## config.mk

```make
export PLATFORM = sky130hd
export DESIGN_NAME = usbie_top
export DESIGN_NICKNAME = d
export VERILOG_FILES = /design/src/rtl/usbie_pkg.sv /design/src/rtl/usbie_ep_gate.sv /design/src/rtl/usbie_top.sv
export SDC_FILE = /design/constraint.sdc
export NUM_CORES = 1
export LEC_CHECK = 0
export BUFFER_PORTS_ARGS = -buffer_cell sky130_fd_sc_hd__buf_2
export CAP_MARGIN = 20
export CORE_AREA = 8 8 97 77
export DETAILED_ROUTE_END_ITERATION = 8
export DIE_AREA = 0 0 105 85
export PLACE_DENSITY = 0.75
export SLEW_MARGIN = 30
export SYNTH_ARGS = -nofsm -noshare
export SYNTH_HDL_FRONTEND = slang
export SYNTH_SLANG_ARGS = --single-unit
```

## constraint.sdc

```tcl
create_clock -name ref_clk_in -period 1.6 [get_ports ref_clk_in]
set_input_delay 0.24 -clock ref_clk_in [delete_from_list [all_inputs] [get_ports ref_clk_in]]
set_output_delay 0.24 -clock ref_clk_in [all_outputs]
set_load 0.02 [all_outputs]
```

## src/rtl/usbie_pkg.sv

```systemverilog
// usbie_pkg: register map, field positions and reset values of the
// interrupt enable block of a full-speed usb device controller.
// assumes: 16-bit cpu register bus with byte addresses, six endpoints.
package usbie_pkg;

    // ------------------------------------------------------------
    // register geometry
    // ------------------------------------------------------------
    localparam int DATA_W = 16;
    localparam int ADDR_W = 8;
    localparam int NUM_EP = 6;
    localparam int NUM_SRC = 8;

    // ------------------------------------------------------------
    // register offsets
    // ------------------------------------------------------------
    localparam logic [7:0] IRQ_SOURCE_ENABLE_OFS = 8'h10;
    localparam logic [7:0] ENDPOINT_READY_IRQ_MASK_OFS = 8'h12;
    localparam logic [7:0] ENDPOINT_NOTREADY_IRQ_MASK_OFS = 8'h14;
    localparam logic [7:0] ENDPOINT_EMPTY_IRQ_MASK_OFS = 8'h16;

    // ------------------------------------------------------------
    // reset values
    // ------------------------------------------------------------
    localparam logic [15:0] IRQ_SOURCE_ENABLE_RST = 16'h0000;
    localparam logic [5:0] ENDPOINT_MASK_RST = 6'h00;

    // ------------------------------------------------------------
    // irq_source_enable field positions
    // ------------------------------------------------------------
    localparam int SUPPLY_CHANGE_IRQ_EN_BIT = 15;
    localparam int WAKEUP_IRQ_EN_BIT = 14;
    localparam int FRAME_START_IRQ_EN_BIT = 13;
    localparam int DEVICE_STATE_IRQ_EN_BIT = 12;
    localparam int CONTROL_STAGE_IRQ_EN_BIT = 11;
    localparam int BUFFER_DRAINED_IRQ_EN_BIT = 10;
    localparam int BUFFER_UNREADY_IRQ_EN_BIT = 9;
    localparam int BUFFER_AVAILABLE_IRQ_EN_BIT = 8;
    localparam int BUS_RESET_FACTOR_BIT = 7;
    localparam int ADDRESS_SET_FACTOR_BIT = 6;
    localparam int CONFIGURATION_SET_FACTOR_BIT = 5;
    localparam int BUS_IDLE_SLEEP_FACTOR_BIT = 4;
    localparam int WRITE_STATUS_STAGE_FACTOR_BIT = 3;
    localparam int READ_STATUS_STAGE_FACTOR_BIT = 2;
    localparam int CONTROL_DONE_FACTOR_BIT = 1;
    localparam int CONTROL_SEQUENCE_FAULT_FACTOR_BIT = 0;

    // lowest bit of the eight source enables
    localparam int SOURCE_EN_LSB = 8;

endpackage

```

## src/rtl/usbie_ep_gate.sv

```systemverilog
// usbie_ep_gate: combines per-endpoint status flags with per-endpoint
// masks and one source enable into a single request.
// assumes: flags are levels held by the status logic outside.
`timescale 1ns/1ps
`default_nettype none

module usbie_ep_gate #(
    parameter int NUM_EP = 6
) (
    input wire logic [NUM_EP-1:0] ep_flag_in,
    input wire logic [NUM_EP-1:0] ep_mask_in,
    input wire logic source_en_in,
    output logic hit_out
);

    // ------------------------------------------------------------
    // per-endpoint qualification
    // ------------------------------------------------------------
    logic [NUM_EP-1:0] ep_hit;

    // endpoint n counts only when its own mask bit is set
    genvar gi;
    generate
        for (gi = 0; gi < NUM_EP; gi++)
        begin : g_ep
            assign ep_hit[gi] = ep_flag_in[gi] & ep_mask_in[gi];
        end
    endgenerate

    // the source enable gates all endpoints together
    assign hit_out = source_en_in & (|ep_hit);

endmodule
`default_nettype wire

```

## src/rtl/usbie_top.sv

```systemverilog
// usbie_top: interrupt enable registers of a full-speed usb device
// controller, their factor gating and the interrupt request output.
// assumes: cpu bus pins synchronous to ref_clk_in; status flags and
// factor pulses come from the device control unit outside this block.
`timescale 1ns/1ps
`default_nettype none

// How it works
// - bits 15..8 enable the eight sources
// - bit 7 lets bus reset set state flag
// - bit 6 lets set address set flag
// - bit 5 lets set configuration set flag
// - bit 4 lets suspend set state flag
// - bit 3 gates write status-stage entry
// - bit 2 gates read status-stage entry
// - bit 1 gates control transfer completion
// - bit 0 gates control sequence error
// - second register: per-endpoint ready masks
// - third register: per-endpoint not-ready masks
// - fourth register: per-endpoint empty masks
// - setup end always sets stage flag
module usbie_top #(
    parameter int NUM_EP = usbie_pkg::NUM_EP
) (
    input wire logic ref_clk_in,
    input wire logic rst_n_in,
    input wire logic soft_rst_in,
    // cpu register bus
    input wire logic cpu_cs_n_in,
    input wire logic cpu_rd_n_in,
    input wire logic cpu_wr_n_in,
    input wire logic [usbie_pkg::ADDR_W-1:0] cpu_addr_in,
    input wire logic [usbie_pkg::DATA_W-1:0] cpu_data_in,
    output logic [usbie_pkg::DATA_W-1:0] cpu_data_out,
    output logic cpu_data_oe_n_out,
    // device-state factors, one-cycle pulses
    input wire logic bus_reset_factor_in,
    input wire logic address_set_factor_in,
    input wire logic configuration_set_factor_in,
    input wire logic bus_idle_sleep_factor_in,
    // control-stage factors, one-cycle pulses
    input wire logic setup_end_factor_in,
    input wire logic write_status_stage_factor_in,
    input wire logic read_status_stage_factor_in,
    input wire logic control_done_factor_in,
    input wire logic control_sequence_fault_factor_in,
    // status flags held outside
    input wire logic supply_change_flag_in,
    input wire logic wakeup_flag_in,
    input wire logic frame_start_flag_in,
    input wire logic device_state_changed_flag_in,
    input wire logic control_stage_changed_flag_in,
    input wire logic [NUM_EP-1:0] ep_drained_flag_in,
    input wire logic [NUM_EP-1:0] ep_unready_flag_in,
    input wire logic [NUM_EP-1:0] ep_available_flag_in,
    // results
    output logic device_state_flag_set_out,
    output logic control_stage_flag_set_out,
    output logic wakeup_irq_en_out,
    output logic irq_out
);

    // ------------------------------------------------------------
    // reset release
    // ------------------------------------------------------------
    logic [1:0] rst_sync_q;
    logic rst_n;

    // asynchronous assertion, release after two clock edges
    always_ff @(posedge ref_clk_in or negedge rst_n_in)
    begin
        if (!rst_n_in)
        begin
            rst_sync_q <= 2'h0;
        end
        else
        begin
            rst_sync_q <= {rst_sync_q[0], 1'b1};
        end
    end

    assign rst_n = rst_sync_q[1];

    // ------------------------------------------------------------
    // bus decode
    // ------------------------------------------------------------
    logic bus_wr;
    logic bus_rd;
    logic sel_src;
    logic sel_ready;
    logic sel_notready;
    logic sel_empty;

    // a write lands on every cycle the strobe is low; rewriting is harmless
    assign bus_wr = ~cpu_cs_n_in & ~cpu_wr_n_in;
    assign bus_rd = ~cpu_cs_n_in & ~cpu_rd_n_in;

    // address match per register
    assign sel_src = cpu_addr_in == usbie_pkg::IRQ_SOURCE_ENABLE_OFS;
    assign sel_ready = cpu_addr_in == usbie_pkg::ENDPOINT_READY_IRQ_MASK_OFS;
    assign sel_notready = cpu_addr_in == usbie_pkg::ENDPOINT_NOTREADY_IRQ_MASK_OFS;
    assign sel_empty = cpu_addr_in == usbie_pkg::ENDPOINT_EMPTY_IRQ_MASK_OFS;

    // ------------------------------------------------------------
    // enable registers
    // ------------------------------------------------------------
    logic [15:0] irq_source_enable_q;
    logic [NUM_EP-1:0] endpoint_available_mask_q;
    logic [NUM_EP-1:0] endpoint_unready_mask_q;
    logic [NUM_EP-1:0] endpoint_drained_mask_q;

    // source enables and factor masks; bus reset has no path here
    always_ff @(posedge ref_clk_in or negedge rst_n)
    begin
        if (!rst_n)
        begin
            irq_source_enable_q <= usbie_pkg::IRQ_SOURCE_ENABLE_RST;
        end
        else if (soft_rst_in)
        begin
            irq_source_enable_q <= usbie_pkg::IRQ_SOURCE_ENABLE_RST;
        end
        else if (bus_wr && sel_src)
        begin
            irq_source_enable_q <= cpu_data_in;
        end
    end

    // endpoint ready masks, only the low field is stored
    always_ff @(posedge ref_clk_in or negedge rst_n)
    begin
        if (!rst_n)
        begin
            endpoint_available_mask_q <= NUM_EP'(usbie_pkg::ENDPOINT_MASK_RST);
        end
        else if (soft_rst_in)
        begin
            endpoint_available_mask_q <= NUM_EP'(usbie_pkg::ENDPOINT_MASK_RST);
        end
        else if (bus_wr && sel_ready)
        begin
            endpoint_available_mask_q <= cpu_data_in[NUM_EP-1:0];
        end
    end

    // endpoint not-ready masks
    always_ff @(posedge ref_clk_in or negedge rst_n)
    begin
        if (!rst_n)
        begin
            endpoint_unready_mask_q <= NUM_EP'(usbie_pkg::ENDPOINT_MASK_RST);
        end
        else if (soft_rst_in)
        begin
            endpoint_unready_mask_q <= NUM_EP'(usbie_pkg::ENDPOINT_MASK_RST);
        end
        else if (bus_wr && sel_notready)
        begin
            endpoint_unready_mask_q <= cpu_data_in[NUM_EP-1:0];
        end
    end

    // endpoint empty / size-error masks
    always_ff @(posedge ref_clk_in or negedge rst_n)
    begin
        if (!rst_n)
        begin
            endpoint_drained_mask_q <= NUM_EP'(usbie_pkg::ENDPOINT_MASK_RST);
        end
        else if (soft_rst_in)
        begin
            endpoint_drained_mask_q <= NUM_EP'(usbie_pkg::ENDPOINT_MASK_RST);
        end
        else if (bus_wr && sel_empty)
        begin
            endpoint_drained_mask_q <= cpu_data_in[NUM_EP-1:0];
        end
    end

    // ------------------------------------------------------------
    // read back
    // ------------------------------------------------------------
    logic [15:0] rd_data_d;
    logic [15:0] rd_data_q;

    // unmapped addresses and reserved bits return zero
    always_comb
    begin
        rd_data_d = 16'h0000;
        if (sel_src)
        begin
            rd_data_d = irq_source_enable_q;
        end
        else if (sel_ready)
        begin
            rd_data_d[NUM_EP-1:0] = endpoint_available_mask_q;
        end
        else if (sel_notready)
        begin
            rd_data_d[NUM_EP-1:0] = endpoint_unready_mask_q;
        end
        else if (sel_empty)
        begin
            rd_data_d[NUM_EP-1:0] = endpoint_drained_mask_q;
        end
    end

    // read data is captured while the read strobe is low
    always_ff @(posedge ref_clk_in or negedge rst_n)
    begin
        if (!rst_n)
        begin
            rd_data_q <= 16'h0000;
        end
        else if (bus_rd)
        begin
            rd_data_q <= rd_data_d;
        end
    end

    assign cpu_data_out = rd_data_q;
    // driver enable is low while a read is selected
    assign cpu_data_oe_n_out = ~bus_rd;

    // ------------------------------------------------------------
    // factor gating
    // ------------------------------------------------------------
    logic dev_state_set_d;
    logic ctrl_stage_set_d;
    logic dev_state_set_q;
    logic ctrl_stage_set_q;

    // four device-state factors, each behind its own bit
    assign dev_state_set_d =
        (bus_reset_factor_in & irq_source_enable_q[usbie_pkg::BUS_RESET_FACTOR_BIT])
        | (address_set_factor_in & irq_source_enable_q[usbie_pkg::ADDRESS_SET_FACTOR_BIT])
        | (configuration_set_factor_in
           & irq_source_enable_q[usbie_pkg::CONFIGURATION_SET_FACTOR_BIT])
        | (bus_idle_sleep_factor_in & irq_source_enable_q[usbie_pkg::BUS_IDLE_SLEEP_FACTOR_BIT]);

    // setup end has no mask bit and always passes
    assign ctrl_stage_set_d =
        setup_end_factor_in
        | (write_status_stage_factor_in
           & irq_source_enable_q[usbie_pkg::WRITE_STATUS_STAGE_FACTOR_BIT])
        | (read_status_stage_factor_in
           & irq_source_enable_q[usbie_pkg::READ_STATUS_STAGE_FACTOR_BIT])
        | (control_done_factor_in & irq_source_enable_q[usbie_pkg::CONTROL_DONE_FACTOR_BIT])
        | (control_sequence_fault_factor_in
           & irq_source_enable_q[usbie_pkg::CONTROL_SEQUENCE_FAULT_FACTOR_BIT]);

    // flag set requests leave one cycle after the factor
    always_ff @(posedge ref_clk_in or negedge rst_n)
    begin
        if (!rst_n)
        begin
            dev_state_set_q <= 1'b0;
            ctrl_stage_set_q <= 1'b0;
        end
        else
        begin
            dev_state_set_q <= dev_state_set_d;
            ctrl_stage_set_q <= ctrl_stage_set_d;
        end
    end

    assign device_state_flag_set_out = dev_state_set_q;
    assign control_stage_flag_set_out = ctrl_stage_set_q;
    assign wakeup_irq_en_out = irq_source_enable_q[usbie_pkg::WAKEUP_IRQ_EN_BIT];

    // ------------------------------------------------------------
    // interrupt request
    // ------------------------------------------------------------
    logic [usbie_pkg::NUM_SRC-1:0] src_flag;
    logic [usbie_pkg::NUM_SRC-1:0] src_en;
    logic [usbie_pkg::NUM_SRC-1:0] src_hit;
    logic drained_hit;
    logic unready_hit;
    logic available_hit;
    logic irq_q;

    // endpoint sources: source enable and that endpoint's mask both needed
    usbie_ep_gate #(
        .NUM_EP(NUM_EP)
    ) u_drained_gate (
        .ep_flag_in(ep_drained_flag_in),
        .ep_mask_in(endpoint_drained_mask_q),
        .source_en_in(irq_source_enable_q[usbie_pkg::BUFFER_DRAINED_IRQ_EN_BIT]),
        .hit_out(drained_hit)
    );

    usbie_ep_gate #(
        .NUM_EP(NUM_EP)
    ) u_unready_gate (
        .ep_flag_in(ep_unready_flag_in),
        .ep_mask_in(endpoint_unready_mask_q),
        .source_en_in(irq_source_enable_q[usbie_pkg::BUFFER_UNREADY_IRQ_EN_BIT]),
        .hit_out(unready_hit)
    );

    usbie_ep_gate #(
        .NUM_EP(NUM_EP)
    ) u_available_gate (
        .ep_flag_in(ep_available_flag_in),
        .ep_mask_in(endpoint_available_mask_q),
        .source_en_in(irq_source_enable_q[usbie_pkg::BUFFER_AVAILABLE_IRQ_EN_BIT]),
        .hit_out(available_hit)
    );

    // source flags in enable-bit order, bit 7 is the supply change source
    assign src_flag = {supply_change_flag_in, wakeup_flag_in, frame_start_flag_in,
                       device_state_changed_flag_in, control_stage_changed_flag_in,
                       drained_hit, unready_hit, available_hit};
    assign src_en = irq_source_enable_q[usbie_pkg::SOURCE_EN_LSB +: usbie_pkg::NUM_SRC];

    // each source passes only with its own enable bit
    genvar gs;
    generate
        for (gs = 0; gs < usbie_pkg::NUM_SRC; gs++)
        begin : g_src
            assign src_hit[gs] = src_flag[gs] & src_en[gs];
        end
    endgenerate

    // request is a registered level, high while any enabled flag stands
    always_ff @(posedge ref_clk_in or negedge rst_n)
    begin
        if (!rst_n)
        begin
            irq_q <= 1'b0;
        end
        else
        begin
            irq_q <= |src_hit;
        end
    end

    assign irq_out = irq_q;

endmodule
`default_nettype wire

```

# Yosys cells after proc, flatten, opt, wreduce, memory -nomap -nowiden
# Cells that the tools add are included.
[totals] ff_bits=55 inputBits=62 out_inout_bits=21 wordCells=88
[classes] eq_ne=4 muxes=13 bitwise_logic=50 reduce_logical=12
[op_table] op="6-bit two-way mux" n=10
[op_table] op="1-bit AND" n=39
[op_table] op="8-bit by 5-bit equality test with 1-bit output (second input constant)" n=4
[op_table] op="16-bit two-way mux" n=2
[op_table] op="6-bit OR reduction" n=3
[op_table] op="10-bit two-way mux" n=1
[op_table] op="2-bit nonzero test" n=4
[op_table] op="8-bit OR reduction" n=1
[op_table] op="1-bit OR" n=7
[op_table] op="1-bit logical AND" n=4
[op_table] op="1-bit inverter" n=4

# Longest topological paths before layout
# Gate-level depths: netlist of the first run.
[depth] ltp_word=5 mapped_depth=5 ltp_nobuf=3

# Cells and area by module
# From an unflattened synthesis of the first run, not the netlist that was laid out.
[unflattened] cells_unflattened=289 area_unflattened_um2=2900.3
[modules_own_cells] mod="usbie_top" n_inst=1 cells_per_inst=274 area_per_inst_um2=2802.7 seq_area_each_um2=1376.3
[modules_own_cells] mod="usbie_ep_gate" n_inst=3 cells_per_inst=5 area_per_inst_um2=32.5 seq_area_each_um2=0.0

# Worst setup path after synthesis of the first run
# Ideal clock, no wire load.
[synth_path] kind="input port to flip-flop" from="input cpu_addr_in[5] in the netlist's numbering" to="register rd_data_q[10] (netlist: cpu_data_out[10])" setup_time_ps=67 arrival_time_ps=1415 t_required_ps=1533 path_slack_ps=118 cell_stages=3 path_buffers=0 path_cell_list="or4b_4 nor4_4 a22o_1"
[synth_via] elab_chain_cells=2
[synth_rtl] item="start, declared" line="usbie_top.sv:32" rtl="input wire logic [usbie_pkg::ADDR_W-1:0] cpu_addr_in,"
[synth_rtl] item="8-bit by 5-bit equality test with 1-bit output" line="usbie_top.sv:99" rtl="assign sel_src = cpu_addr_in == usbie_pkg::IRQ_SOURCE_ENABLE_OFS;"
[synth_rtl] item="10-bit two-way mux" line="usbie_top.sv:190" rtl="if (sel_src)"
[synth_rtl] item="end signal, assigned" line="usbie_top.sv:217" rtl="rd_data_q <= rd_data_d;"
[synth_rtl] item="end, declared" line="usbie_top.sv:184" rtl="logic [15:0] rd_data_q;"
# Every way passes these cells.
# A chain may end at the register's enable or synchronous reset.

# Final worst setup path of the first run
[layout_path] from="register irq_source_enable_q[12]" to="register irq_q (netlist: irq_out)"
[layout_via] elab_chain_cells=2
[layout_rtl] item="start, declared" line="usbie_top.sv:107" rtl="logic [15:0] irq_source_enable_q;"
[layout_rtl] item="start signal, assigned" line="usbie_top.sv:117" rtl="irq_source_enable_q <= usbie_pkg::IRQ_SOURCE_ENABLE_RST;"
[layout_rtl] item="start signal, assigned" line="usbie_top.sv:121" rtl="irq_source_enable_q <= usbie_pkg::IRQ_SOURCE_ENABLE_RST;"
[layout_rtl] item="start signal, assigned" line="usbie_top.sv:125" rtl="irq_source_enable_q <= cpu_data_in;"
[layout_rtl] item="1-bit AND" line="usbie_top.sv:321" rtl="assign src_hit[gs] = src_flag[gs] & src_en[gs];"
[layout_rtl] item="8-bit OR reduction" line="usbie_top.sv:334" rtl="irq_q <= |src_hit;"
[layout_rtl] item="end signal, assigned" line="usbie_top.sv:334"
[layout_rtl] item="end, declared" line="usbie_top.sv:280" rtl="logic irq_q;"
# Every way passes these cells.

==> results.toml, run 1 <==
[clock_network]
cts.sinks = 55
cts-htree-levels = 2
clkTransAtPathRegs_ps = 110
cts_tree = "done"
root_buffer = "clkbuf_8"
cts-resized-gates = 0
clock_latency_ps = 320
numCtsBuffers = 5
cts_buffer_depth = 2

[drt]
wl_um = 7520
drcViolationCount = 0
drt_pass1_iterations = 4
dr_total_vias = 2223
drt-initial-drc-count = 217
vias_per_cell = 5.64
wl_per_cell_um = 19.1
ant_nets = 0

[synthesis]
syn-cell-area_um2 = 2670
synth_top_area_cell = "dfrtp_1"
synth_nets = 282
synth-main-ff-cell = "dfrtp_1"
ys_seq_area_share_pct = 51.6
syn_inst = 220
synth_top_area_share_pct = 51.6
async_flop_share_pct = 100
synth_area_leaders = "dfrtp_1 52%, mux2i_1 9.0%, nand2b_1 7.0%"
syn_avg_cell_area_um2 = 12.1
synth_common_cells = "55 x dfrtp_1, 30 x nand2b_1, 24 x mux2i_1"
synth_seq_cells = 55
synth_edf_count = 0
synth_cell_types = 32
yosysMostFrequentCell = "dfrtp_1"
ys_warn_count = 0

[power]
power.leakage_nw = 1.72
power.density_nw_per_um2 = 719
power.total_mw = 2.43
ir_drop_v = 0.000336

[setup_path]
cp-end-kind = "register"
crit_fanout = 3
crit_path_cell_trace = "a222oi_1 > nand2_1 > a2111o_1"
start_kind = "register"
path_buf_inv = 0
arrival_ps = 1630
crit_required_ps = 1790
cp_top_family = "compound AO/OA/AOI/OAI gates"
crit_type = "register to register"
cp_slowest_cell = "dfrtp_1"
cpPeakStageDelay_ps = 420

[global_route]
antenna_found_initial = 0
grt_overflow_total = 0
grt_pass1_vias = 2332
grt_max_degree = 54
grt_pass1_wl_um = 12000
track_usage_pct = 16.6

[final_layout]
finalNonFillerCells = 394
multi_input_area_um2 = 1230
nNetsFinal = 374
area_growth_pct = 26.4
register_area_um2 = 1380
layout-drive-gt1-share_pct = 39.3
antenna_cells = 0
n_fill_cell = 516

[floorplan]
io_pins = 83
initial_core_util_pct = 44.4
dieWidth_um = 105
dieArea_um2 = 8930
core_area_um2 = 6010
core.rowCount = 25
die_height_um = 85

[sta]
setup_viol_count_final = 0
drv_slew = 0
final.setup.tns_ps = 0
max_clock_freq_mhz = 691
whs_ps = 114
rsz0062_at_grt = "false"
finalCritPeriodShare_pct = 90.4
fin_skew_ps = 15.1
period_minus_slack_ps = 1450
worst_slack_ps = 154
final-hold-violation-count = 0

[place]
dp_hpwl_um = 5880
gp_congestion = 0.865
portBuffers = 82
place_ws_ps = 7.69
placed_cells = 385

[worst_hold_path]
hold_path_class = "input pin to register"

[run]
max_cap_violations = 0

[run_status]
outcome = "complete, no violations"
power breakdown:
part           total (mW)  switching, mW  leakage [nW]  internal (mW)
Clock               0.786          0.472        0.0408          0.314
Combinational       0.243          0.134         0.915          0.109
Sequential           1.40        0.00210         0.761           1.39
cells by family after synthesis:
| group | share of synthesized area [%] |
|---|---|
| flip-flops | 51.6 |
| AO/OA/AOI/OAI | 15.2 |
| buffers and inverters | 2.39 |
| multiplexers | 14.1 |
| AND/OR/NAND/NOR | 16.6 |
| other | 0.141 |
cells in the final DEF, fill, tap and decap left out, types with 2 or more instances in the layout:
cell        count
a21oi_1        11
a222oi_1        2
a22o_1         16
a22oi_1        12
a31oi_1         2
buf_12          2
buf_2          82
buf_4          14
clkbuf_8        5
clkinvlp_4      2
dfrtp_1        54
inv_1           2
mux2i_1        24
mux4_2          6
nand2_1         3
nand2b_1       30
nand4_1        11
nand4_2         3
nor2_1          3
nor2b_1         2
o31ai_1        10
or2_2           3
worst register-to-register path, delay by kind of cell, from the launching register on:
family           cells  cell delay [ps]
AO/OA/AOI/OAI        2              750
AND/OR/NAND/NOR      1              140
flip-flops           1              420
state kept, by name, indices dropped and copies added (netlist names):
signal,count
endpoint_drained_mask_q,6
control_stage_flag_set_out,1
device_state_flag_set_out,1
irq_out,1
cpu_data_out,16
endpoint_available_mask_q,6
endpoint_unready_mask_q,6
rst_sync_q,2
irq_source_enable_q,16
final timing paths:
kind	to	from	slack, ps	cells after the start
worst min-delay path	control_stage_flag_set_out	setup_end_factor_in	110	3
max in group asynchronous	irq_source_enable_q[4]	rst_sync_q[1]	1100	1
worst max register to register	irq_out	irq_source_enable_q[12]	150	3
min in group asynchronous	rst_sync_q[1]	rst_n_in	230	2
worst max-delay path	irq_out	irq_source_enable_q[12]	150	3
worst min register to register	cpu_data_out[7]	rst_sync_q[1]	240	1
metal layers:
metal  GRT usage (%)  vias to the layer above  share of wire, %
li1                -                     1021                 -
met1            21.9                     1106                45
met2            26.1                       87                48
met3            4.31                        9               6.2
met4            5.17                        0              0.94
met5               0                        -                 0
through the flow:
stage,util [%],cell area (µm²)
2_1_floorplan,-,2670
3_3_place_gp,54.4,3270
6_report,56.1,3370
3_5_place_dp,54.4,3270
5_1_grt,56.1,3370
4_1_cts,56.1,3370
layout make-up:
| cell class | instances | area share (%) |
|---|---|---|
| Clock buffer | 5 | 2.04 |
| Inverter | 2 | 0.223 |
| Tap cell | 81 | 3.01 |
| Timing Repair Buffer | 99 | 16.8 |
| Clock inverter | 3 | 0.705 |
| Multi-Input combinational cell | 149 | 36.4 |
| Sequential cell | 55 | 40.9 |
timing repair:
action | CTS | global route
endpoints found under the hold margin | 2 | 0
setup buffers | 0 | 0
hold buffers | 1 | 0
No activity file was read; power rests on OpenSTA's default activity.
==> inputs of run 2 (changes only) <==
--- a/config.mk
+++ b/config.mk
@@ -7,11 +7,12 @@
 export LEC_CHECK = 0
 export BUFFER_PORTS_ARGS = -buffer_cell sky130_fd_sc_hd__buf_2
 export CAP_MARGIN = 20
-export CORE_AREA = 8 8 97 77
+export CORE_AREA = 8 8 96 76
+export CTS_BUF_LIST = sky130_fd_sc_hd__clkbuf_2 sky130_fd_sc_hd__clkbuf_4 sky130_fd_sc_hd__clkbuf_8
 export DETAILED_ROUTE_END_ITERATION = 8
-export DIE_AREA = 0 0 105 85
-export PLACE_DENSITY = 0.75
-export SLEW_MARGIN = 30
+export DIE_AREA = 0 0 104 84
+export PLACE_DENSITY = 0.77
+export SLEW_MARGIN = 20
 export SYNTH_ARGS = -nofsm -noshare
 export SYNTH_HDL_FRONTEND = slang
 export SYNTH_SLANG_ARGS = --single-unit
==> results.toml, run 2 (synthesized netlist as in run 1, its figures left out) <==
[run_status]
outcome = "complete, no violations"

[final_layout]
area_growth_pct = 27.2
final_cell_mix = "82 x buf_2, 54 x dfrtp_1, 30 x nand2b_1"
nNetsFinal = 376
layout-drive-gt1-share_pct = 39.7
finalNonFillerCells = 393
antenna_cells = 0
final_common_cell = "buf_2"

[global_route]
grt_max_degree = 54
grt_pass1_wl_um = 12000
grt_pass1_vias = 2319
antenna_found_initial = 0
grt_overflow_total = 0
track_usage_pct = 17.2

[clock_network]
numCtsBuffers = 5
postCtsSetupRepairBufs = 0
clkTransAtPathRegs_ps = 90
root_buffer = "clkbuf_8"
cts_hold_buf = 1
clock_latency_ps = 310
cts_tree = "done"
cts-htree-levels = 2
cts-resized-gates = 0
cts_buffer_depth = 2
cts.sinks = 55

[place]
gp_congestion = 0.820
place_ws_ps = -13.8
dp_hpwl_um = 5870
portBuffers = 82
placed_cells = 384

[run]
max_cap_violations = 0

[floorplan]
core_area_um2 = 5710
initial_core_util_pct = 46.7
dieArea_um2 = 8740
die_height_um = 84
dieWidth_um = 104
core.rowCount = 24
io_pins = 83

[power]
power.density_nw_per_um2 = 757
ir_drop_v = 0.000609
power.leakage_nw = 1.73

[drt]
drt-initial-drc-count = 142
dr_total_vias = 2179
drcViolationCount = 0
vias_per_cell = 5.54
wl_um = 7410
wl_per_cell_um = 18.9
drt_pass1_iterations = 4
ant_nets = 0

[sta]
rsz0062_at_grt = "false"
setup_viol_count_final = 0
drv_slew = 0
finalCritPeriodShare_pct = 88.8
fin_skew_ps = 8.40
worst_slack_ps = 179
max_clock_freq_mhz = 704
final-hold-violation-count = 0
period_minus_slack_ps = 1420

[setup_path]
arrival_ps = 1180
crit_type = "input pin to output pin"
cp_slowest_cell = "or2_2"
crit_fanout = 17
cp-end-kind = "output pin"
crit_path_cell_trace = "buf_2 > buf_4 > or2_2 > buf_4 > buf_2"
cpPeakStageDelay_ps = 320
start_kind = "input pin"
crit_required_ps = 1360

[worst_hold_path]
hold_path_class = "input pin to register"
## run 2: cell types whose count changed in the layout (fill, tap and decap cells not counted), sizes merged
| cell | delta |
|---|---|
| buf | +2 |
| bufinv | +1 |
| clkinvlp | -1 |
## run 2: report_power, final
group / total, mW / internal, mW / switching (mW) / leakage [nW]
clock network: 0.931 / 0.472 / 0.459 / 0.0548
registers: 1.40 / 1.39 / 0.00230 / 0.761
logic: 0.242 / 0.110 / 0.132 / 0.918
## run 2: metrics by stage
step / utilization, % / cell area, µm² / setup TNS (ps) / hold slack (ps) / total power, mW
CTS: 59.5 / 3390 / 0 / 113 / 2.58
global route: 59.5 / 3390 / 0 / 128 / 2.67
floorplan: - / 2670 / 0 / -55.6 / 1.53
detailed placement: 57.3 / 3270 / -36.2 / 30.6 / 1.66
finish: 59.5 / 3390 / 0 / 122 / 2.57
global placement: 57.3 / 3270 / 0 / 24.6 / 1.66
## run 2: metal layers
layer	vias to the layer above	part of all wire [%]	track usage, %
met5	-	0	0
met4	0	0.74	4.46
met3	5	7.5	4.94
met2	84	46	27.2
met1	1058	46	22.5
li1	1032	-	-
## run 2: layout make-up
class / count / area [µm²]
repair buffers: 101 / 568
inverters: 2 / 7.51
multi-input cells: 149 / 1230
flip-flops and latches: 55 / 1380
clock buffers: 5 / 68.8
fillers: 512 / 2310
well taps: 78 / 97.6
clock inverters: 3 / 46.3
## run 2: final timing paths
kind / start / depth (start not counted) / slack [ps] / end
setup / recovery: cpu_cs_n_in / 5 / 180 / cpu_data_oe_n_out
hold / removal: setup_end_factor_in / 3 / 120 / control_stage_flag_set_out
setup reg to reg: irq_source_enable_q[12] / 3 / 190 / irq_out
hold reg to reg: rst_sync_q[1] / 1 / 250 / irq_source_enable_q[3]
max in group asynchronous: rst_sync_q[1] / 1 / 1100 / endpoint_drained_mask_q[2]
min in group asynchronous: rst_n_in / 2 / 240 / rst_sync_q[1]
## run 2: worst max-delay path: cells and delay by family
| family | cells | cell delay [ps] |
|---|---|---|
| buffers and inverters | 4 | 610 |
| AND/OR/NAND/NOR | 1 | 320 |
